**src/hw/mpm_pkg.sv**
```systemverilog
package mpm_pkg;

   // Register byte offsets on the APB bus
   localparam logic [7:0] FLOPPY_CFG_OFS     = 8'h00;
   localparam logic [7:0] SERIAL_A_CFG_OFS   = 8'h04;
   localparam logic [7:0] SERIAL_B_CFG_OFS   = 8'h08;
   localparam logic [7:0] PARALLEL_CFG_OFS   = 8'h0c;
   localparam logic [7:0] STATUS_OFS         = 8'h10;

   // Field positions of the configuration registers; the delay field is floppy only
   localparam int CFG_APDN_BIT   = 0;
   localparam int CFG_DPDN_BIT   = 1;
   localparam int CFG_IDLE_BIT   = 2;
   localparam int CFG_RESET_BIT  = 3;
   localparam int CFG_DLY_LSB    = 4;

   // Data rate select write fields
   localparam int DSR_PDN_BIT    = 6;
   localparam int DSR_RESET_BIT  = 7;

   // Status register field positions
   localparam int ST_FDC_DIRECT  = 0;
   localparam int ST_FDC_SLEEP   = 1;
   localparam int ST_SER_TX_LSB  = 2;
   localparam int ST_SER_RX_LSB  = 4;
   localparam int ST_PAR_SLEEP   = 6;
   localparam int ST_PAR_DIRECT  = 7;

   // Values after reset and fixed comparison values
   localparam logic [1:0] DLY_SEL_RESET    = 2'h0;
   localparam logic [7:0] FDC_IDLE_MSR     = 8'h80;
   localparam logic [2:0] RX_IDLE_CHARS    = 3'h5;
   localparam logic [2:0] SYNC_RESET       = 3'h0;

   // Delay from floppy reset to polling interrupt
   localparam int CLK_PERIOD_NS   = 4;
   localparam int POLL_DELAY_NS   = 1000;
   localparam logic [11:0] POLL_CYCLES =
      12'((POLL_DELAY_NS + CLK_PERIOD_NS - 1) / CLK_PERIOD_NS);

   // Floppy core signals seen by the power manager
   typedef struct packed {
      logic       access;       // Host touched output, status or FIFO register
      logic       dsr_wr;
      logic [7:0] dsr_data;
      logic       soft_rst;
      logic       apdn_cmd;     // Powerdown mode command executed
      logic [1:0] apdn_cmd_dly;
      logic [3:0] motor_enable_outputs;
      logic [7:0] floppy_main_status_reg;
      logic       floppy_interrupt_line;
      logic       head_unload_time_expired;
      logic       lock;
   } mpm_fdc_in_t;

   typedef struct packed {
      logic clk_en;
      logic status_clr;
      logic drive_init;
      logic fifo_default;
      logic poll_irq;
   } mpm_fdc_out_t;

   typedef struct packed {
      logic transmitter_empty_flag;
      logic tx_write;
      logic char_tick;
   } mpm_ser_in_t;

   typedef struct packed {
      logic tx_clk_en;
      logic rx_clk_en;
      logic sect_rst;
   } mpm_ser_out_t;

   typedef struct packed {
      logic fifo_used;
      logic fifo_empty;
      logic fifo_write;
      logic sm_idle;
   } mpm_par_in_t;

   typedef struct packed {
      logic clk_en;
      logic force_idle;
   } mpm_par_out_t;

endpackage

```
**src/hw/mpm_top.sv**
```systemverilog
`timescale 1ns/10ps
module mpm_top
   import mpm_pkg::*;
#(
   parameter logic [19:0] FDC_DLY_BASE = 20'h02000
)(
   // Clock and reset
   input  wire logic          CLK,
   input  wire logic          NRST,
   // APB slave
   input  wire logic          PSEL,
   input  wire logic          PENABLE,
   input  wire logic          PWRITE,
   input  wire logic [7:0]    PADDR,
   input  wire logic [31:0]   PWDATA,
   output logic      [31:0]   PRDATA,
   output logic               PREADY,
   output logic               PSLVERR,
   // Pins
   input  wire logic          HARDWARE_RESET_PIN,
   input  wire logic [1:0]    SERIAL_INPUT_LINE,
   input  wire logic          PARALLEL_LINE,
   // Module cores
   input  wire mpm_fdc_in_t   FDC_IN,
   input  wire mpm_ser_in_t   SER_A_IN,
   input  wire mpm_ser_in_t   SER_B_IN,
   input  wire mpm_par_in_t   PAR_IN,
   output mpm_fdc_out_t       FDC_OUT,
   output mpm_ser_out_t       SER_A_OUT,
   output mpm_ser_out_t       SER_B_OUT,
   output mpm_par_out_t       PAR_OUT
);

   typedef struct packed {
      logic [2:0]          hw_sync;
      logic [1:0][2:0]     sin_sync;
      logic [2:0]          par_sync;
      logic                hw_level;
      logic [1:0]          sin_level;
      logic                par_level;
      logic                f_cfg_apdn;
      logic                f_cfg_dpdn;
      logic [1:0]          f_dly;
      logic                f_cmd_mode;
      logic                f_dsr_pd;
      logic                f_direct;
      logic                f_sleep;
      logic [19:0]         f_timer;
      logic [11:0]         poll_cnt;
      logic [1:0]          s_apdn;
      logic [1:0]          s_dpdn;
      logic [1:0][2:0]     s_rx_cnt;
      logic [1:0]          s_rx_sleep;
      logic                p_apdn;
      logic                p_dpdn;
      logic                p_sleep;
      logic [31:0]         prdata;
      logic                pready;
      logic                pslverr;
      mpm_fdc_out_t        fdc;
      mpm_ser_out_t [1:0]  ser;
      mpm_par_out_t        par;
   } mpm_state_t;

   localparam mpm_state_t STATE_RESET = '{
      hw_sync:   SYNC_RESET,
      sin_sync:  {2{3'h7}},
      par_sync:  SYNC_RESET,
      sin_level: 2'h3,
      f_dly:     DLY_SEL_RESET,
      fdc:       5'h10,
      ser:       {2{3'h6}},
      par:       2'h2,
      default:   '0
   };

   mpm_state_t state;
   mpm_state_t next_state;

   // Register offset match used by every decode
   function automatic logic hit(input logic [7:0] addr, input logic [7:0] ofs);
      hit = (addr == ofs);
   endfunction

   // Config word layout shared by all four registers
   function automatic logic [31:0] cfg_word(input logic apdn, input logic dpdn,
                                            input logic idle);
      cfg_word = '0;
      cfg_word[CFG_APDN_BIT] = apdn;
      cfg_word[CFG_DPDN_BIT] = dpdn;
      cfg_word[CFG_IDLE_BIT] = idle;
   endfunction

   logic          wr_now;
   logic          f_any_rst;
   logic          f_hard_rst;
   logic          f_idle;
   logic          f_mode;
   logic          f_req_direct;
   logic [19:0]   f_limit;
   logic [1:0]    s_idle;
   logic          p_idle;
   logic          p_wake;
   mpm_ser_in_t [1:0] ser_in;

   assign ser_in = {SER_B_IN, SER_A_IN};

   // Next-state logic for the whole block
   always_comb begin
      logic [1:0] sin_act;
      logic [1:0] s_rst;
      logic       p_rst;
      logic [7:0] ofs;
      sin_act    = '0;
      s_rst      = '0;
      p_rst      = 1'b0;
      ofs        = 8'h00;
      next_state = state;

      // Pins pass three flops; a level counts once flops two and three agree
      next_state.hw_sync  = {state.hw_sync[1:0], HARDWARE_RESET_PIN};
      next_state.par_sync = {state.par_sync[1:0], PARALLEL_LINE};
      for (int i = 0; i < 2; i++) begin
         next_state.sin_sync[i] = {state.sin_sync[i][1:0], SERIAL_INPUT_LINE[i]};
         if (state.sin_sync[i][1] == state.sin_sync[i][2]) begin
            next_state.sin_level[i] = state.sin_sync[i][2];
         end
         sin_act[i] = next_state.sin_level[i] != state.sin_level[i];
         s_idle[i] = ser_in[i].transmitter_empty_flag && state.s_rx_cnt[i] >= RX_IDLE_CHARS;
      end
      if (state.hw_sync[1] == state.hw_sync[2]) begin
         next_state.hw_level = state.hw_sync[2];
      end
      if (state.par_sync[1] == state.par_sync[2]) begin
         next_state.par_level = state.par_sync[2];
      end

      // Idle needs motors off, status 80h, no interrupt, head unloaded
      f_idle  = (FDC_IN.motor_enable_outputs == 4'h0) &&
                (FDC_IN.floppy_main_status_reg == FDC_IDLE_MSR) &&
                !FDC_IN.floppy_interrupt_line && FDC_IN.head_unload_time_expired;
      // With the FIFO in use, idle also needs it empty
      p_idle = PAR_IN.sm_idle && (!PAR_IN.fifo_used || PAR_IN.fifo_empty);

      // APB: answer one cycle after setup, no wait states
      wr_now = PSEL && PENABLE && state.pready && PWRITE;
      next_state.pready  = PSEL && !PENABLE;
      next_state.pslverr = 1'b0;
      if (PSEL && !PENABLE) begin
         ofs = PADDR;
         next_state.pslverr = !(hit(ofs, FLOPPY_CFG_OFS) || hit(ofs, SERIAL_A_CFG_OFS) ||
                                hit(ofs, SERIAL_B_CFG_OFS) || hit(ofs, PARALLEL_CFG_OFS) ||
                                hit(ofs, STATUS_OFS));
      end

      // Read data captured in the setup cycle; idle bits are live state
      next_state.prdata = '0;
      if (PSEL && !PENABLE && !PWRITE) begin
         if (hit(PADDR, FLOPPY_CFG_OFS)) begin
            next_state.prdata = cfg_word(state.f_cfg_apdn, state.f_cfg_dpdn, f_idle);
            next_state.prdata[CFG_DLY_LSB +: 2] = state.f_dly;
         end
         if (hit(PADDR, SERIAL_A_CFG_OFS)) begin
            next_state.prdata = cfg_word(state.s_apdn[0], state.s_dpdn[0], s_idle[0]);
         end
         if (hit(PADDR, SERIAL_B_CFG_OFS)) begin
            next_state.prdata = cfg_word(state.s_apdn[1], state.s_dpdn[1], s_idle[1]);
         end
         if (hit(PADDR, PARALLEL_CFG_OFS)) begin
            next_state.prdata = cfg_word(state.p_apdn, state.p_dpdn, p_idle);
         end
         if (hit(PADDR, STATUS_OFS)) begin
            next_state.prdata[ST_FDC_DIRECT] = state.f_direct;
            next_state.prdata[ST_FDC_SLEEP]  = state.f_sleep;
            next_state.prdata[ST_SER_TX_LSB +: 2] = {!state.ser[1].tx_clk_en,
                                                     !state.ser[0].tx_clk_en};
            next_state.prdata[ST_SER_RX_LSB +: 2] = state.s_rx_sleep;
            next_state.prdata[ST_PAR_SLEEP]  = state.p_sleep;
            next_state.prdata[ST_PAR_DIRECT] = state.p_dpdn;
         end
      end

      // ---------------- Floppy ----------------
      f_hard_rst = state.hw_level;
      f_any_rst  = f_hard_rst || FDC_IN.soft_rst ||
                   (FDC_IN.dsr_wr && FDC_IN.dsr_data[DSR_RESET_BIT]) ||
                   (wr_now && hit(PADDR, FLOPPY_CFG_OFS) && PWDATA[CFG_RESET_BIT]);
      if (wr_now && hit(PADDR, FLOPPY_CFG_OFS)) begin
         next_state.f_cfg_apdn = PWDATA[CFG_APDN_BIT];
         next_state.f_cfg_dpdn = PWDATA[CFG_DPDN_BIT];
         next_state.f_dly      = PWDATA[CFG_DLY_LSB +: 2];
      end
      if (FDC_IN.apdn_cmd) begin
         next_state.f_cmd_mode = 1'b1;
         next_state.f_dly      = FDC_IN.apdn_cmd_dly;
      end
      if (FDC_IN.dsr_wr) begin
         next_state.f_dsr_pd = FDC_IN.dsr_data[DSR_PDN_BIT];
      end
      // Only hard and rate-select resets disarm auto mode; soft reset keeps it
      if (f_hard_rst || (FDC_IN.dsr_wr && FDC_IN.dsr_data[DSR_RESET_BIT])) begin
         next_state.f_cmd_mode = 1'b0;
         next_state.f_cfg_apdn = 1'b0;
      end
      if (f_hard_rst) begin
         next_state.f_cfg_dpdn = 1'b0;
         next_state.f_dsr_pd   = 1'b0;
         next_state.f_dly      = DLY_SEL_RESET;
      end

      f_req_direct = next_state.f_dsr_pd || next_state.f_cfg_dpdn;
      next_state.fdc.status_clr = 1'b0;
      if (f_req_direct && !state.f_direct) begin
         next_state.f_direct       = 1'b1;
         next_state.fdc.status_clr = 1'b1;
      end else if (state.f_direct && f_any_rst && !f_req_direct) begin
         next_state.f_direct = 1'b0;
      end

      f_mode  = state.f_cmd_mode || state.f_cfg_apdn;
      f_limit = FDC_DLY_BASE << state.f_dly;
      // Soft reset restarts the delay timer but leaves the mode armed
      if (!f_mode || !f_idle || FDC_IN.access || f_any_rst) begin
         next_state.f_timer = '0;
      end else if (state.f_timer < f_limit) begin
         next_state.f_timer = state.f_timer + 20'h00001;
      end
      if (FDC_IN.access || f_any_rst || !f_mode) begin
         next_state.f_sleep = 1'b0;
      end else if (f_idle && state.f_timer >= f_limit) begin
         next_state.f_sleep = 1'b1;
      end
      next_state.fdc.clk_en = !next_state.f_direct && !next_state.f_sleep;

      // Post-reset sequence, polling interrupt after a fixed delay
      next_state.fdc.drive_init   = f_any_rst;
      next_state.fdc.fifo_default = f_any_rst && !FDC_IN.lock;
      next_state.fdc.poll_irq     = 1'b0;
      if (f_any_rst) begin
         next_state.poll_cnt = POLL_CYCLES;
      end else if (state.poll_cnt != 12'h000) begin
         next_state.poll_cnt = state.poll_cnt - 12'h001;
         next_state.fdc.poll_irq = (state.poll_cnt == 12'h001);
      end

      // ---------------- Serial ports ----------------
      for (int i = 0; i < 2; i++) begin
         ofs = (i == 0) ? SERIAL_A_CFG_OFS : SERIAL_B_CFG_OFS;
         s_rst[i] = state.hw_level ||
                    (wr_now && hit(PADDR, ofs) && PWDATA[CFG_RESET_BIT]);
         if (wr_now && hit(PADDR, ofs)) begin
            next_state.s_apdn[i] = PWDATA[CFG_APDN_BIT];
            next_state.s_dpdn[i] = PWDATA[CFG_DPDN_BIT];
         end
         if (s_rst[i]) begin
            next_state.s_apdn[i] = 1'b0;
            next_state.s_dpdn[i] = 1'b0;
         end
         // Section reset only on the rising edge of the direct bit
         next_state.ser[i].sect_rst = next_state.s_dpdn[i] && !state.s_dpdn[i];

         // Receiver idle counter in character ticks; any line change wakes it
         if (sin_act[i] || !state.s_apdn[i]) begin
            next_state.s_rx_cnt[i]   = '0;
            next_state.s_rx_sleep[i] = 1'b0;
         end else if (ser_in[i].char_tick && state.s_rx_cnt[i] < RX_IDLE_CHARS) begin
            next_state.s_rx_cnt[i] = state.s_rx_cnt[i] + 3'h1;
         end else if (state.s_rx_cnt[i] >= RX_IDLE_CHARS) begin
            next_state.s_rx_sleep[i] = 1'b1;
         end

         // In auto mode the transmitter is gated while empty; a write ungates it at once
         next_state.ser[i].tx_clk_en = !next_state.s_dpdn[i] &&
            !(next_state.s_apdn[i] && ser_in[i].transmitter_empty_flag &&
              !ser_in[i].tx_write);
         next_state.ser[i].rx_clk_en = !next_state.s_dpdn[i] &&
                                       !next_state.s_rx_sleep[i];
      end

      // ---------------- Parallel port ----------------
      p_rst = state.hw_level ||
              (wr_now && hit(PADDR, PARALLEL_CFG_OFS) && PWDATA[CFG_RESET_BIT]);
      if (wr_now && hit(PADDR, PARALLEL_CFG_OFS)) begin
         next_state.p_apdn = PWDATA[CFG_APDN_BIT];
         next_state.p_dpdn = PWDATA[CFG_DPDN_BIT];
      end
      if (p_rst) begin
         next_state.p_apdn = 1'b0;
         next_state.p_dpdn = 1'b0;
      end
      p_wake = PAR_IN.fifo_write || (next_state.par_level != state.par_level);
      if (p_wake || !state.p_apdn || p_rst) begin
         next_state.p_sleep = 1'b0;
      end else if (p_idle) begin
         next_state.p_sleep = 1'b1;
      end
      next_state.par.clk_en     = !next_state.p_dpdn && !next_state.p_sleep;
      next_state.par.force_idle = next_state.p_dpdn;

      next_state.prdata  = next_state.pready ? next_state.prdata : 32'h00000000;
   end

   // Every enable leaves a flop; the core's latch-based gate then cannot glitch
   always_ff @(posedge CLK or negedge NRST) begin
      if (!NRST) begin
         state <= STATE_RESET;
      end else begin
         state <= next_state;
      end
   end

   // Outputs straight from the state register
   assign PRDATA    = state.prdata;
   assign PREADY    = state.pready;
   assign PSLVERR   = state.pslverr;
   assign FDC_OUT   = state.fdc;
   assign SER_A_OUT = state.ser[0];
   assign SER_B_OUT = state.ser[1];
   assign PAR_OUT   = state.par;

endmodule

```
**config.mk**
```make
export PLATFORM = sky130hd
export DESIGN_NAME = mpm_top
export DESIGN_NICKNAME = d
export VERILOG_FILES = /design/src/hw/mpm_pkg.sv /design/src/hw/mpm_top.sv
export SDC_FILE = /design/constraint.sdc
export NUM_CORES = 1
export LEC_CHECK = 0
export BUFFER_PORTS_ARGS = -buffer_cell sky130_fd_sc_hd__buf_2
export CAP_MARGIN = 20
export CORE_ASPECT_RATIO = 0.7
export CORE_MARGIN = 4
export CORE_UTILIZATION = 40
export CTS_BUF_LIST = sky130_fd_sc_hd__clkbuf_8
export DETAILED_ROUTE_END_ITERATION = 8
export GPL_ROUTABILITY_DRIVEN = 0
export SLEW_MARGIN = 10
export SYNTH_ARGS = -nofsm -noshare
export SYNTH_HDL_FRONTEND = slang
export SYNTH_SLANG_ARGS = --single-unit
```
**constraint.sdc**
```tcl
create_clock -name CLK -period 2.9 [get_ports CLK]
set_clock_uncertainty 0.15 [all_clocks]
set_input_delay 0 -clock CLK [delete_from_list [all_inputs] [get_ports CLK]]
set_output_delay 0 -clock CLK [all_outputs]
set_load 0.01 [all_outputs]
```
-- After elaboration in Yosys (flattened, before gate mapping)
Index checks and enable logic that the tools add are counted.
- register bits after elaboration: 117
- bits in latches: 0
- bits in writable memories: 0
- memory bits (read-only): 0
- input bits: 88
- output and inout bits: 47
- logic and storage cells: 217
- memories kept: 0
- add/sub/neg operators: 4
- multipliers: 0
- divide/modulo/power cells: 0
- $lt $le $gt $ge: 6
- equal/unequal tests: 13
- shift operators: 1
- mux-type cells: 51
- bitwise gates (word level): 0
- reduce and logical (&&, ||, !) cells: 103
- operators with widths (operator ; number):
    $mux W32 ; 5
    $mux W20 ; 2
    $logic_and A1 B1 Y1 ; 39
    $mux W1 ; 31
    $logic_not A1 Y1 ; 29
    $logic_or A1 B1 Y1 ; 24
    $mux W12 ; 2
    $add A20 B1 Y20 const B ; 1
    $ge A20 B20 Y1 ; 1
    $lt A20 B20 Y1 ; 1
    $shl A14 B2 Y20 const A ; 1
    $mux W3 ; 6
    $eq A8 B4 Y1 const B ; 2
    $reduce_bool A2 Y1 ; 7
    $eq A12 B1 Y1 const B ; 1
    $reduce_bool A12 Y1 ; 1
    $sub A12 B1 Y12 const B ; 1
    $eq A8 B3 Y1 const B ; 1
    $eq A8 B5 Y1 const B ; 1
    $eq A8 B8 Y1 const B ; 1
    $logic_not A8 Y1 ; 1
    $mux W8 ; 1
    $add A3 B1 Y3 const B ; 2
    $ge A3 B3 Y1 const B ; 2
    other kinds (8) ; 15

-- Depth between registers and ports, before layout
- depth in word-level cells: 14
- gate-level depth with buffers: 8
- mapped depth without buffers: 7

-- Worst setup path after synthesis
OpenSTA, ideal clock, no wires.
- path type: register -> register
- from: reg state[99] in the netlist's numbering
- to: reg state[87] in the netlist's numbering
- library setup time: 0.119 ns
- data arrival time: 1.970 ns
- data required time: 2.631 ns
- slack: 0.661 ns
- cell stages (with the launch flop): 9
- buffers on the path: 1
- period minus slack after synthesis: 2.239 ns
- cells stage by stage: dfrtp_1 -> or2_2 -> ha_1 -> o21ai_0 -> a21oi_1 -> clkbuf_1 -> nor4_1 -> xnor2_1 -> nor2_1
- cells in the longest elaborated chain, start to end: 3
- ends and longest elaborated chain (item ; line ; RTL):
    start: declaration ; mpm_top.sv:77 ; mpm_state_t state;
    start signal: assignment ; mpm_top.sv:308 ; state <= next_state;
    $shl A14 B2 Y20 ; mpm_top.sv:221 ; f_limit = FDC_DLY_BASE << state.f_dly;
    $lt A20 B20 Y1 ; mpm_top.sv:225 ; end else if (state.f_timer < f_limit) begin
    $reduce_bool A2 Y1 (no source line) ; - ;
Every way passes these cells.
A chain may end at the register's enable or synchronous reset.

==> run_results.csv <==
group,metric,value,unit
status,run_status,"completed",
run,cap_viol_max_count,0,
layout,diodes,0,
yosys,synth_area,4800,µm²
sta,slew_headroom,45.0,%
global_routing,track_usage,16.2,%
clock_network,htree_levels,3,
yosys,synth_flop_cell,"dfrtp_1",
sta,period_share,95.0,%
floorplanning,fp.coreArea,11700,µm²
sta,fin_crit,2.76,ns
clock_network,post_cts_buffers,0,
sta,rsz0062_at_grt,"no",
yosys,ys_ff_latch,93,
clock_network,path_clk_slew,0.10,ns
clock_network,ctsRootBufferMaster,"clkbuf_8",
critical_path,worstPathMaxFanout,6,
floorplanning,dieHeight,99.7,µm
route,wl_per_cell,14.7,µm
floorplanning,start_util,41.0,%
layout,syn_to_final_growth,19.4,%
global_routing,overflow,0,
yosys,synth_edf_count,0,
route,vias,3659,
sta,timing.fmax,0.363,GHz
route,via_per_inst,4.90,
clock_network,cts_buffer_depth,2,
placed_design,hpwlAfterDp,7.86,mm
sta,whs,0.0407,ns
power,ir_worst_vdd,301,µV
clock_network,numCtsBuffers,9,
route,drt_iter0_drc,213,
placed_design,port_buffers,77,
route,drt-total-wl,11.0,mm
yosys,ys_top_cells_by_area,"dfrtp_1 (41%), dfstp_2 (7.7%), buf_4 (7.0%)",
sta,tightest_slew,0.825,ns
layout,finalNetCount,685,
route,drc,0,
global_routing,grt_max_degree,65,
clock_network,cts_tree,"yes",
floorplanning,die_x,139,µm
yosys,ys_warn_count,0,
layout,multi_input_area,2090,µm²
yosys,syn_inst,480,
critical_path,cp.arrival,2.91,ns
sta,final-max-slew-violation-count,0,
yosys,synth_common_cells,"dfrtp_1 (79), nor2_1 (74), buf_4 (45)",
global_routing,grt_pass1_vias,3548,
yosys,avgSynthCellArea,10.0,µm²
power,p_per_area,421,nW/µm²
layout,fillCellCount,1121,
route,ant_nets,0,
power,power.total,2.41,mW
yosys,yosysSeqAreaShare,48.8,%
global_routing,antenna_found_initial,0,
route,dr.pass1.iters,5,
yosys,yosysUniqueCellTypes,53,
clock_network,cts_sinks,93,
yosys,synth_top_area_share,41.2,%
sta,tns,0,ns
hold_path,hold_path_class,"in2reg",
global_routing,grt_pass1_wl,18.1,mm
sta,setup_violations,0,
critical_path,start_kind,"input port",
critical_path,crit_type,"in2reg",
power,p_leak,2.56,nW
sta,finalHoldViolCount,0,
layout,regArea,2340,µm²
floorplanning,num_rows,33,
layout,final_core_util,48.9,%
floorplanning,die_area,13900,µm²
yosys,synthArstFlopShare,100,%
critical_path,worstSetupEndpointType,"flip-flop",
yosys,yosysMostFrequentCell,"dfrtp_1",
floorplanning,io_pins,135,
layout,post_route_cells_drive_above_1_share,21.5,%
yosys,synth_area_leader_cell,"dfrtp_1",
clock_network,clk_latency,0.36,ns
critical_path,cp.required,3.05,ns
-- layout make-up --
type | instances | share of cell area, %
clock inverters | 7 | 0.895
well taps | 157 | 3.43
flip-flops and latches | 93 | 40.9
repair buffers | 126 | 15.1
multi-input cells | 338 | 36.4
inverters | 17 | 1.16
clock buffers | 9 | 2.16
-- routing by layer --
| layer | global-route usage [%] | vias up | routed length (µm) |
|---|---|---|---|
| li1 | - | 1800 | - |
| met1 | 24.6 | 1750 | 5500 |
| met2 | 22.6 | 96 | 4770 |
| met3 | 4.42 | 13 | 593 |
| met4 | 4.81 | 0 | 142 |
| met5 | 0 | - | 0 |
-- registers in the layout, indices dropped and copies added (netlist names) --
register,cells
state,61
PRDATA,8
next_state,8
FDC_OUT,5
SER_A_OUT,3
SER_B_OUT,3
PAR_OUT,2
PREADY,1
PSLVERR,1
f_hard_rst,1
-- critical path, cell delays in order --
cell and delay (ns):
dlygate4sd3_1 0.53, buf_2 0.13, or2_2 0.30, nor4_2 0.59
nand3_1 0.14, dlygate4sd3_1 0.59, nand3_1 0.08, dlygate4sd3_1 0.55
-- metrics by stage --
stage	instance area (µm²)	worst slack, ns	cells
2_1_floorplan	4890	0.661	503
3_3_place_gp	5120	0.585	688
3_5_place_dp	5120	0.529	688
4_1_cts	5730	0.0916	747
5_1_grt	5730	0.00523	747
6_report	5730	0.144	747
-- final timing paths --
check	slack, ns	from	end	cells after the start
worst max-delay path	0.14	PADDR[6]	PAR_OUT[1]	8
worst min-delay path	0.04	PADDR[7]	state[49]	5
max in group asynchronous	1.66	NRST	PAR_OUT[1]	3
worst min register to register	0.21	next_state[116]	next_state[117]	0
worst max register to register	0.14	PREADY	PAR_OUT[1]	6
min in group asynchronous	0.10	NRST	state[56]	2
-- layout by cell type, fill, tap and decap left out, drive strengths merged, types with 2 or more instances in the layout --
cell type	netlist	layout
nand4	9	9
nand2b	9	9
o211ai	3	3
nand2	31	31
o21ai	13	13
nor4bb	3	3
buf	49	83
ha	12	12
or3	3	3
mux2	2	2
a21oi	20	20
dfstp	14	14
a41oi	2	2
a211oi	7	7
maj3	4	4
or4	3	3
conb	1	24
and4	2	2
inv	17	20
clkinv	0	3
xor2	9	9
or2	4	4
mux2i	18	18
xnor2	13	13
nand4b	5	5
and3	5	5
nor4	11	11
dlygate4sd3	0	43
nor2b	4	4
nor4b	6	6
and2	2	2
dfrtp	79	79
nor3b	3	3
nor3	15	15
clkbuf	6	9
nand3	12	12
nor2	74	74
-- repair_timing --
action	in CTS	in global routing
resized for setup	0	1
endpoints found under the hold margin	116	0
endpoints found under the setup margin	0	1
hold buffers	43	0
-- power by group --
group	internal [mW]	switching, mW	leakage (nW)
Clock	0.316	0.471	0.0914
Combinational	0.118	0.156	1.28
Sequential	1.33	0.0207	1.19
Total	1.77	0.647	2.56
-- kinds of logic after synthesis --
family	after synthesis	synth area share, %
and+or+nand+nor	203	22.6
DFF	93	48.8
buffers and inverters	72	9.66
AOI/OAI and AO/OA	53	6.64
xor gates and xnor gates	22	4.01
muxes	20	4.22
adders and majority gates	16	3.96
other	1	0.0781
Power figures use the tool's default switching activity.
